## config.mk

```make
export PLATFORM = sky130hd
export DESIGN_NAME = olr_otp_readback
export DESIGN_NICKNAME = d
export VERILOG_FILES = /design/src/rtl/olr_otp_readback.v
export VERILOG_INCLUDE_DIRS = /design/src /design/src/rtl
export SDC_FILE = /design/constraint.sdc
export NUM_CORES = 1
export LEC_CHECK = 0
export ABC_AREA = 0
export BUFFER_PORTS_ARGS = -buffer_cell sky130_fd_sc_hd__buf_2
export CAP_MARGIN = 10
export CORE_MARGIN = 3
export CORE_UTILIZATION = 49
export DETAILED_ROUTE_END_ITERATION = 8
export HOLD_SLACK_MARGIN = 0.1
export PLACE_DENSITY = 0.79
export SLEW_MARGIN = 20
export SYNTH_ARGS = -nofsm -noshare
export SYNTH_HDL_FRONTEND = slang
export SYNTH_SLANG_ARGS = --single-unit
```

## constraint.sdc

```tcl
create_clock -name clk_sys -period 3.4 [get_ports clk_sys]
set_clock_uncertainty 0.05 [all_clocks]
set_input_delay 0.68 -clock clk_sys [delete_from_list [all_inputs] [get_ports clk_sys]]
set_output_delay 0.68 -clock clk_sys [all_outputs]
set_load 0.01 [all_outputs]
```

## src/rtl/olr_consts.vh

```
// constants for the one-time-programmable readback command block
// assumes a byte-level frame layer delivers identifiers and data bytes
`ifndef OLR_CONSTS_VH
`define OLR_CONSTS_VH

// frame identifiers as they appear in the header byte
`define OLR_ID_MASTER_REQ 8'h3C
`define OLR_ID_SLAVE_RSP 8'h7D

// request layout
`define OLR_APP_CMD_MARKER 8'h80
`define OLR_CMD_READ_FIRST 7'h04
`define OLR_CMD_READ_SECOND 7'h05
`define OLR_REQ_LAST_IDX 4'h8
`define OLR_RSP_LAST_DATA_IDX 4'h7
`define OLR_RSP_CSUM_IDX 4'h8

// fill values and checksum target
`define OLR_FILL_BYTE 8'hFF
`define OLR_CSUM_GOOD 8'hFF
`define OLR_RSP_NONE 2'h0
`define OLR_RSP_FIRST 2'h1
`define OLR_RSP_SECOND 2'h2

`endif

```

## src/rtl/olr_otp_readback.v

```verilog
// command handling for reading back the stored configuration over a LIN slave link
// assumes a frame layer ahead of it that reports each header identifier and each
// received byte as a one-cycle strobe, and sends response bytes with a valid/ready pair
`timescale 1ns/100ps
`include "olr_consts.vh"

// Operation
// - Requests arrive in a 0x3C master frame and the answer goes out only if the very next header is the response header.
// - The two answers together return every stored flag, address, lock bit, option, group and coefficient.
// - Every request and answer ends with a classic checksum over the data bytes only.
// - The first answer carries coefficients a11, a12, a13 in data bytes six to eight.
// - The second answer carries a21, a22, a23, a31, a32, a33 in data bytes two to seven.
// - With the lockout bit programmed, commands in master frames are neither evaluated nor acted upon.
module olr_otp_readback #(
  parameter COEF_COUNT = 9
) (
  input wire clk_sys,
  input wire nrst,
  input wire rx_id_valid,
  input wire [7:0] rx_id,
  input wire rx_byte_valid,
  input wire [7:0] rx_byte,
  input wire tx_ready,
  input wire [5:0] otp_node_addr,
  input wire otp_low_baud,
  input wire otp_diag_all_off,
  input wire otp_default,
  input wire otp_err_off,
  input wire otp_tw_prog,
  input wire otp_lock_first,
  input wire otp_lock_second,
  input wire command_lockout_bit,
  input wire modulation_frequency_select,
  input wire thermal_option,
  input wire [3:0] group_identifier,
  input wire [8*COEF_COUNT-1:0] otp_coef,
  output reg tx_valid_r,
  output reg [7:0] tx_byte_r,
  output reg fwd_cmd_valid_r,
  output reg [6:0] fwd_cmd_code_r,
  output reg [7:0] fwd_cmd_addr_r
);

  localparam ST_IDLE = 3'b001;
  localparam ST_RXREQ = 3'b010;
  localparam ST_TXRSP = 3'b100;

  reg [2:0] state_r;
  reg [2:0] state_nxt;
  reg [3:0] idx_r;
  reg [3:0] idx_nxt;
  reg [7:0] sum_r;
  reg [7:0] sum_nxt;
  reg [7:0] d1_r;
  reg [7:0] d1_nxt;
  reg [7:0] d2_r;
  reg [7:0] d2_nxt;
  reg [7:0] d3_r;
  reg [7:0] d3_nxt;
  reg [1:0] pend_r;
  reg [1:0] pend_nxt;
  reg [1:0] sel_r;
  reg [1:0] sel_nxt;
  reg tx_valid_nxt;
  reg [7:0] tx_byte_nxt;
  reg fwd_valid_nxt;
  reg [6:0] fwd_code_nxt;
  reg [7:0] fwd_addr_nxt;
  reg [7:0] sum_add;
  wire [7:0] coef [0:COEF_COUNT-1];

  // coefficients stored row by row, a11 in the lowest byte
  genvar gi;
  generate
    for (gi = 0; gi < COEF_COUNT; gi = gi + 1) begin : g_coef
      assign coef[gi] = otp_coef[8*gi +: 8];
    end
  endgenerate

  // classic checksum step: add with end-around carry
  function [7:0] csum_add;
    input [7:0] a;
    input [7:0] b;
    reg [8:0] s;
    begin
      s = {1'b0, a} + {1'b0, b};
      csum_add = s[7:0] + {7'h00, s[8]};
    end
  endfunction

  function [7:0] rsp_byte;
    input [1:0] sel;
    input [3:0] idx;
    begin
      rsp_byte = `OLR_FILL_BYTE;
      if (sel == `OLR_RSP_FIRST) begin
        case (idx)
          4'h0: rsp_byte = {2'b11, otp_node_addr};
          4'h1: rsp_byte = {6'h3F, otp_low_baud, otp_diag_all_off};
          4'h2: rsp_byte = `OLR_FILL_BYTE;
          4'h3: rsp_byte = {otp_default, otp_err_off, otp_tw_prog, 5'h1F};
          4'h4: rsp_byte = {otp_lock_first, command_lockout_bit, otp_node_addr};
          4'h5: rsp_byte = coef[0];
          4'h6: rsp_byte = coef[1];
          4'h7: rsp_byte = coef[2];
          default: rsp_byte = `OLR_FILL_BYTE;
        endcase
      end else begin
        case (idx)
          4'h0: rsp_byte = {2'b11, otp_node_addr};
          4'h1: rsp_byte = coef[3];
          4'h2: rsp_byte = coef[4];
          4'h3: rsp_byte = coef[5];
          4'h4: rsp_byte = coef[6];
          4'h5: rsp_byte = coef[7];
          4'h6: rsp_byte = coef[8];
          4'h7: rsp_byte = {otp_lock_second, modulation_frequency_select, 1'b1, thermal_option, group_identifier};
          default: rsp_byte = `OLR_FILL_BYTE;
        endcase
      end
    end
  endfunction

  // next-state logic; a new header always wins over whatever is in progress
  always @* begin
    state_nxt = state_r;
    idx_nxt = idx_r;
    sum_nxt = sum_r;
    d1_nxt = d1_r;
    d2_nxt = d2_r;
    d3_nxt = d3_r;
    pend_nxt = pend_r;
    sel_nxt = sel_r;
    tx_valid_nxt = tx_valid_r;
    tx_byte_nxt = tx_byte_r;
    fwd_valid_nxt = 1'b0;
    fwd_code_nxt = fwd_cmd_code_r;
    fwd_addr_nxt = fwd_cmd_addr_r;
    sum_add = 8'h00;
    if (rx_id_valid) begin
      tx_valid_nxt = 1'b0;
      pend_nxt = `OLR_RSP_NONE;
      state_nxt = ST_IDLE;
      // answer only in the header right after the request
      if (rx_id == `OLR_ID_SLAVE_RSP && pend_r != `OLR_RSP_NONE) begin
        state_nxt = ST_TXRSP;
        sel_nxt = pend_r;
        idx_nxt = 4'h0;
        sum_nxt = 8'h00;
        tx_valid_nxt = 1'b1;
        tx_byte_nxt = rsp_byte(pend_r, 4'h0);
      end else if (rx_id == `OLR_ID_MASTER_REQ) begin
        state_nxt = ST_RXREQ;
        idx_nxt = 4'h0;
        sum_nxt = 8'h00;
      end
    end else begin
      case (state_r)
        ST_IDLE: begin
          state_nxt = ST_IDLE;
        end
        ST_RXREQ: begin
          if (rx_byte_valid) begin
            sum_add = csum_add(sum_r, rx_byte);
            sum_nxt = sum_add;
            idx_nxt = idx_r + 4'h1;
            if (idx_r == 4'h0) d1_nxt = rx_byte;
            if (idx_r == 4'h1) d2_nxt = rx_byte;
            if (idx_r == 4'h2) d3_nxt = rx_byte;
            if (idx_r == `OLR_REQ_LAST_IDX) begin
              state_nxt = ST_IDLE;
              // data plus checksum must fold to all ones
              // lockout drops the command before any decode
              if (sum_add == `OLR_CSUM_GOOD && !command_lockout_bit && d1_r == `OLR_APP_CMD_MARKER) begin
                // read commands need the address to match the stored one; other commands forward without a match
                if (d2_r[6:0] == `OLR_CMD_READ_FIRST) begin
                  if (d3_r[5:0] == otp_node_addr) pend_nxt = `OLR_RSP_FIRST;
                end else if (d2_r[6:0] == `OLR_CMD_READ_SECOND) begin
                  if (d3_r[5:0] == otp_node_addr) pend_nxt = `OLR_RSP_SECOND;
                end else begin
                  fwd_valid_nxt = 1'b1;
                  fwd_code_nxt = d2_r[6:0];
                  fwd_addr_nxt = d3_r;
                end
              end
            end
          end
        end
        ST_TXRSP: begin
          if (tx_valid_r && tx_ready) begin
            sum_add = csum_add(sum_r, tx_byte_r);
            sum_nxt = sum_add;
            idx_nxt = idx_r + 4'h1;
            if (idx_r == `OLR_RSP_CSUM_IDX) begin
              tx_valid_nxt = 1'b0;
              state_nxt = ST_IDLE;
            end else if (idx_r == `OLR_RSP_LAST_DATA_IDX) begin
              // inverted sum over the eight data bytes, identifier excluded
              tx_byte_nxt = ~sum_add;
            end else begin
              tx_byte_nxt = rsp_byte(sel_r, idx_r + 4'h1);
            end
          end
        end
        default: begin
          state_nxt = ST_IDLE;
          tx_valid_nxt = 1'b0;
        end
      endcase
    end
  end

  // state registers; inputs are already synchronous, so no extra staging
  always @(posedge clk_sys or negedge nrst) begin
    if (!nrst) begin
      state_r <= ST_IDLE;
      idx_r <= 4'h0;
      sum_r <= 8'h00;
      d1_r <= 8'h00;
      d2_r <= 8'h00;
      d3_r <= 8'h00;
      pend_r <= `OLR_RSP_NONE;
      sel_r <= `OLR_RSP_NONE;
      tx_valid_r <= 1'b0;
      tx_byte_r <= 8'h00;
      fwd_cmd_valid_r <= 1'b0;
      fwd_cmd_code_r <= 7'h00;
      fwd_cmd_addr_r <= 8'h00;
    end else begin
      state_r <= state_nxt;
      idx_r <= idx_nxt;
      sum_r <= sum_nxt;
      d1_r <= d1_nxt;
      d2_r <= d2_nxt;
      d3_r <= d3_nxt;
      pend_r <= pend_nxt;
      sel_r <= sel_nxt;
      tx_valid_r <= tx_valid_nxt;
      tx_byte_r <= tx_byte_nxt;
      fwd_cmd_valid_r <= fwd_valid_nxt;
      fwd_cmd_code_r <= fwd_code_nxt;
      fwd_cmd_addr_r <= fwd_addr_nxt;
    end
  end

endmodule // olr_otp_readback

```

==> summary.md <==
| Metric | Value |
|---|---|
| Gpl congestion | 0.9832 |
| P per Cell Area | 280.4 nW/um^2 |
| Mean Syn Cell Area | 9.284 um^2 |
| Power, Total | 1.935 mW |
| Most common cell in the synthesized netlist | dfrtp_1 |
| Die height | 110.0 um |
| Antenna viol nets, final | 0 |
| Violated checks | negative setup slack |
| 1st-iter DRT viols | 408 |
| Sequential-to-total area share from yosys stat | 31.65% |
| Fin cells | 901 |
| Cells after Synth | 571 |
| Worst setup SP type | register |
| Core ar. | 10420 um^2 |
| RSZ-0062 raised after global routing | true |
| Final setup vio count | 17 |
| Share of flip-flops with an asynchronous set or reset | 100.0% |
| Worst min path class | primary input to async pin |
| CTS Buf Count | 9 |
| CP Capture Type | register |
| Count of cell types in the netlist | 81 |
| Slew HR | 53.84% |
| Outcome | finished with violations |
| Final Hold Fails | 0 |
| Area delta synth->final | 30.14% |
| NumNets Final | 900 |
| Setup TNS | -4.456 ns |
| Worst path required time | 3.59 ns |
| DP HPWL | 14.34 mm |
| Psw | 0.5883 mW |
| Drt pass-1 iters | 6 |
| Worst Path Arrival | 3.88 ns |
| Final period utilization | 108.7% |
| Root buffer cell | clkbuf_8 |
| Worst-Skew Late Latency | 0.35 ns |
| Multiplexer share of the synthesized area | 10.86% |
| Clk buf depth | 2 |
| Sequential power share | 42.3% |
| Drt wl/cell | 20.13 um |
| Compound-Gate Fraction of Synth Area | 24.36% |
| I/O pin count | 138 |
| # DRC | 0 |
| Commonest cells in the netlist | dfrtp_1 (66), nand2_1 (60), nor2_1 (32) |
| Initial antenna violation count | 1 |
| Worst Slack Setup Final | -0.2967 ns |
| Largest net degree at the start of global routing | 25 |
| # port buffers | 137 |
| Yosys top cell by area | dfrtp_1 |
| Comb pwr share | 21.6% |
| Clk sinks | 67 |
| # rows | 37 |
| Simple-gate share of the synthesized area | 18.86% |
| Routed vias | 5660 |
| Synth top area cells | dfrtp_1 (31%), ha_1 (6.1%), mux2_2 (5.9%), nand2_1 (4.2%), a22oi_1 (2.8%) |
| Top cell type's share of synthesized area | 31.15% |
| Fin crit period | 3.697 ns |
| Ys flop type | dfrtp_1 |
| Largest family of logic cells by synthesized area | compound AO/OA/AOI/OAI gates |
| Layout cells sized above 1 | 39.27% |
| GRT Total Usage | 30.32% |
| Clk pwr share | 36.2% |
| Vias in the first global route | 5694 |
| Xor and xnor fraction of the mapped netlist area | 3.894% |
| CTS clk-pin slew, worst paths | 0.08 ns |
| Fmax | 0.2705 GHz |
| Lkg Pwr | 3.423 nW |
| Die area | 12100 um^2 |
| Synth warn | 0 |
| CTS tree | yes |
| EDFF count, synth | 0 |
| Chip Width | 110.0 um |
| Worst vdd rail ir drop | 0.2746 mV |
| First-pass GRT wire length | 28.43 mm |
| Filler cell count | 845 |
| Sw Ratio | 30.40% |
| Syn Nets | 712 |
| Pre-CTS setup slack | -0.8890 ns |
| Grt ovf | 0 |
| Slew Limit Fails | 0 |
| Adder-Cell Fraction of Synth Area | 6.892% |
| Initial Util | 50.89% |
| Worst Setup Path Type | register to register |
| Worst slew pin tran | 0.6862 ns |
| Cell Int Power | 1.347 mW |
| Max_cap viols | 0 |
| Worst Path Max Fanout | 2 |
| DP Cell Count | 875 |
| Vias/cell | 6.282 |
| Flops & latches, synth | 67 |
| Mapped cell area | 5301 um^2 |
| CTS H-Tree Depth | 3 |
| WL final | 18.14 mm |
[what timing repair did]
item,CTS,global route
gates resized for setup,7,9
hold buffers,0,0
cloned,1,0
endpoints found under the hold margin,0,0
buffers inserted,6,2
pin swaps,11,4
setup endpoints to repair,19,27
[critical path: stages (launching register included)]
cell      delay [ns]
dfrtp_1         0.42
ha_4            0.18
fa_2            0.34
a211o_1         0.29
a21oi_2         0.16
o21ai_1         0.09
a21o_1          0.24
ha_4            0.18
ha_4            0.25
and3b_1         0.16
nand4_1         0.09
nor4_2          0.21
buf_4           0.16
o211ai_1        0.09
a311oi_2        0.27
buf_4           0.17
mux2i_1         0.18
nor2_1          0.07
[registers in the layout, summed over array words and instances, names as in the netlist]
name	flops
tx_byte_r	8
d3_r	8
pend_r	2
state_r	3
fwd_cmd_valid_r	1
idx_r	4
fwd_cmd_code_r	7
d1_r	8
tx_valid_r	1
fwd_cmd_addr_r	8
sel_r	2
sum_r	8
d2_r	7
[layer usage]
layer | track usage, % | vias up | routed length [um]
met1 | 34.40 | 2659 | 6824
li1 | - | 2561 | -
met3 | 5.416 | 77 | 1475
met2 | 53.34 | 361 | 8885
met5 | 0 | - | 13
met4 | 17.28 | 2 | 942
[stage by stage]
stage	utilization [%]	area, um^2	hold WS [ns]
after floorplan	-	5335	0.3344
after global placement	62.52	6513	0.4019
after detailed placement	62.52	6513	0.4095
after CTS	65.61	6834	0.2488
after global routing	66.21	6897	0.2743
final	66.23	6899	0.2457
[path summary, 6_finish.rpt]
| path | slack, ns | to | cells after the start | from |
|---|---|---|---|---|
| min | 0.25 | tx_valid_r | 1 | nrst |
| max reg2reg | -0.30 | pend_r[0] | 17 | sum_r[0] |
| min in group clk_sys | 0.44 | sel_r[1] | 2 | sel_r[1] |
| max | -0.30 | pend_r[0] | 17 | sum_r[0] |
| max in group asynchronous | 2.35 | d1_r[5] | 2 | nrst |
| min reg2reg | 0.44 | sel_r[1] | 2 | sel_r[1] |
[layout by cell type (no fill, tap or decap), types with 7 or more instances in the layout]
cell type / Yosys / layout
buf_2: 3 / 136
buf_4: 0 / 67
dfrtp_1: 66 / 66
nand2_1: 60 / 60
nor2_1: 32 / 32
mux2_2: 28 / 28
a21oi_1: 27 / 26
o21ai_0: 23 / 21
ha_1: 26 / 21
a22oi_1: 20 / 20
nand3_1: 16 / 16
inv_1: 13 / 13
xor2_1: 14 / 12
mux2i_1: 11 / 11
mux2_4: 10 / 10
nor3_1: 9 / 9
clkbuf_8: 0 / 9
a21o_1: 8 / 8
or2_2: 8 / 8
o211ai_1: 8 / 8
a221oi_1: 8 / 7
nand4_1: 7 / 7
[area by class of cell]
class | instances | area [um^2] | share of cell area (%)
diodes | 1 | 2.502 | 0.03627
clock buffers | 9 | 123.9 | 1.795
well taps | 136 | 170.2 | 2.466
inverters | 13 | 48.80 | 0.7073
multi-input cells | 461 | 3541 | 51.32
clock inverters | 7 | 81.33 | 1.179
repair buffers | 207 | 1254 | 18.17
flip-flops and latches | 67 | 1678 | 24.32
[kinds of logic after synthesis]
family / after synthesis
AO/OA/AOI/OAI: 174
adder cells (fa/ha/maj): 28
flip-flops: 67
multiplexers: 49
XOR/XNOR: 22
buffers and inverters: 43
AND/OR/NAND/NOR: 188
[power by group through the flow]
stage / logic, mW / registers (mW) / clock network (mW)
floorplan: 0.205 / 0.824 / 0
global placement: 0.385 / 0.833 / 0
detailed placement: 0.397 / 0.833 / 0
CTS: 0.405 / 0.817 / 0.706
global route: 0.453 / 0.819 / 0.741
finish: 0.418 / 0.818 / 0.700
Note: power is estimated with default switching activity, not from simulation.
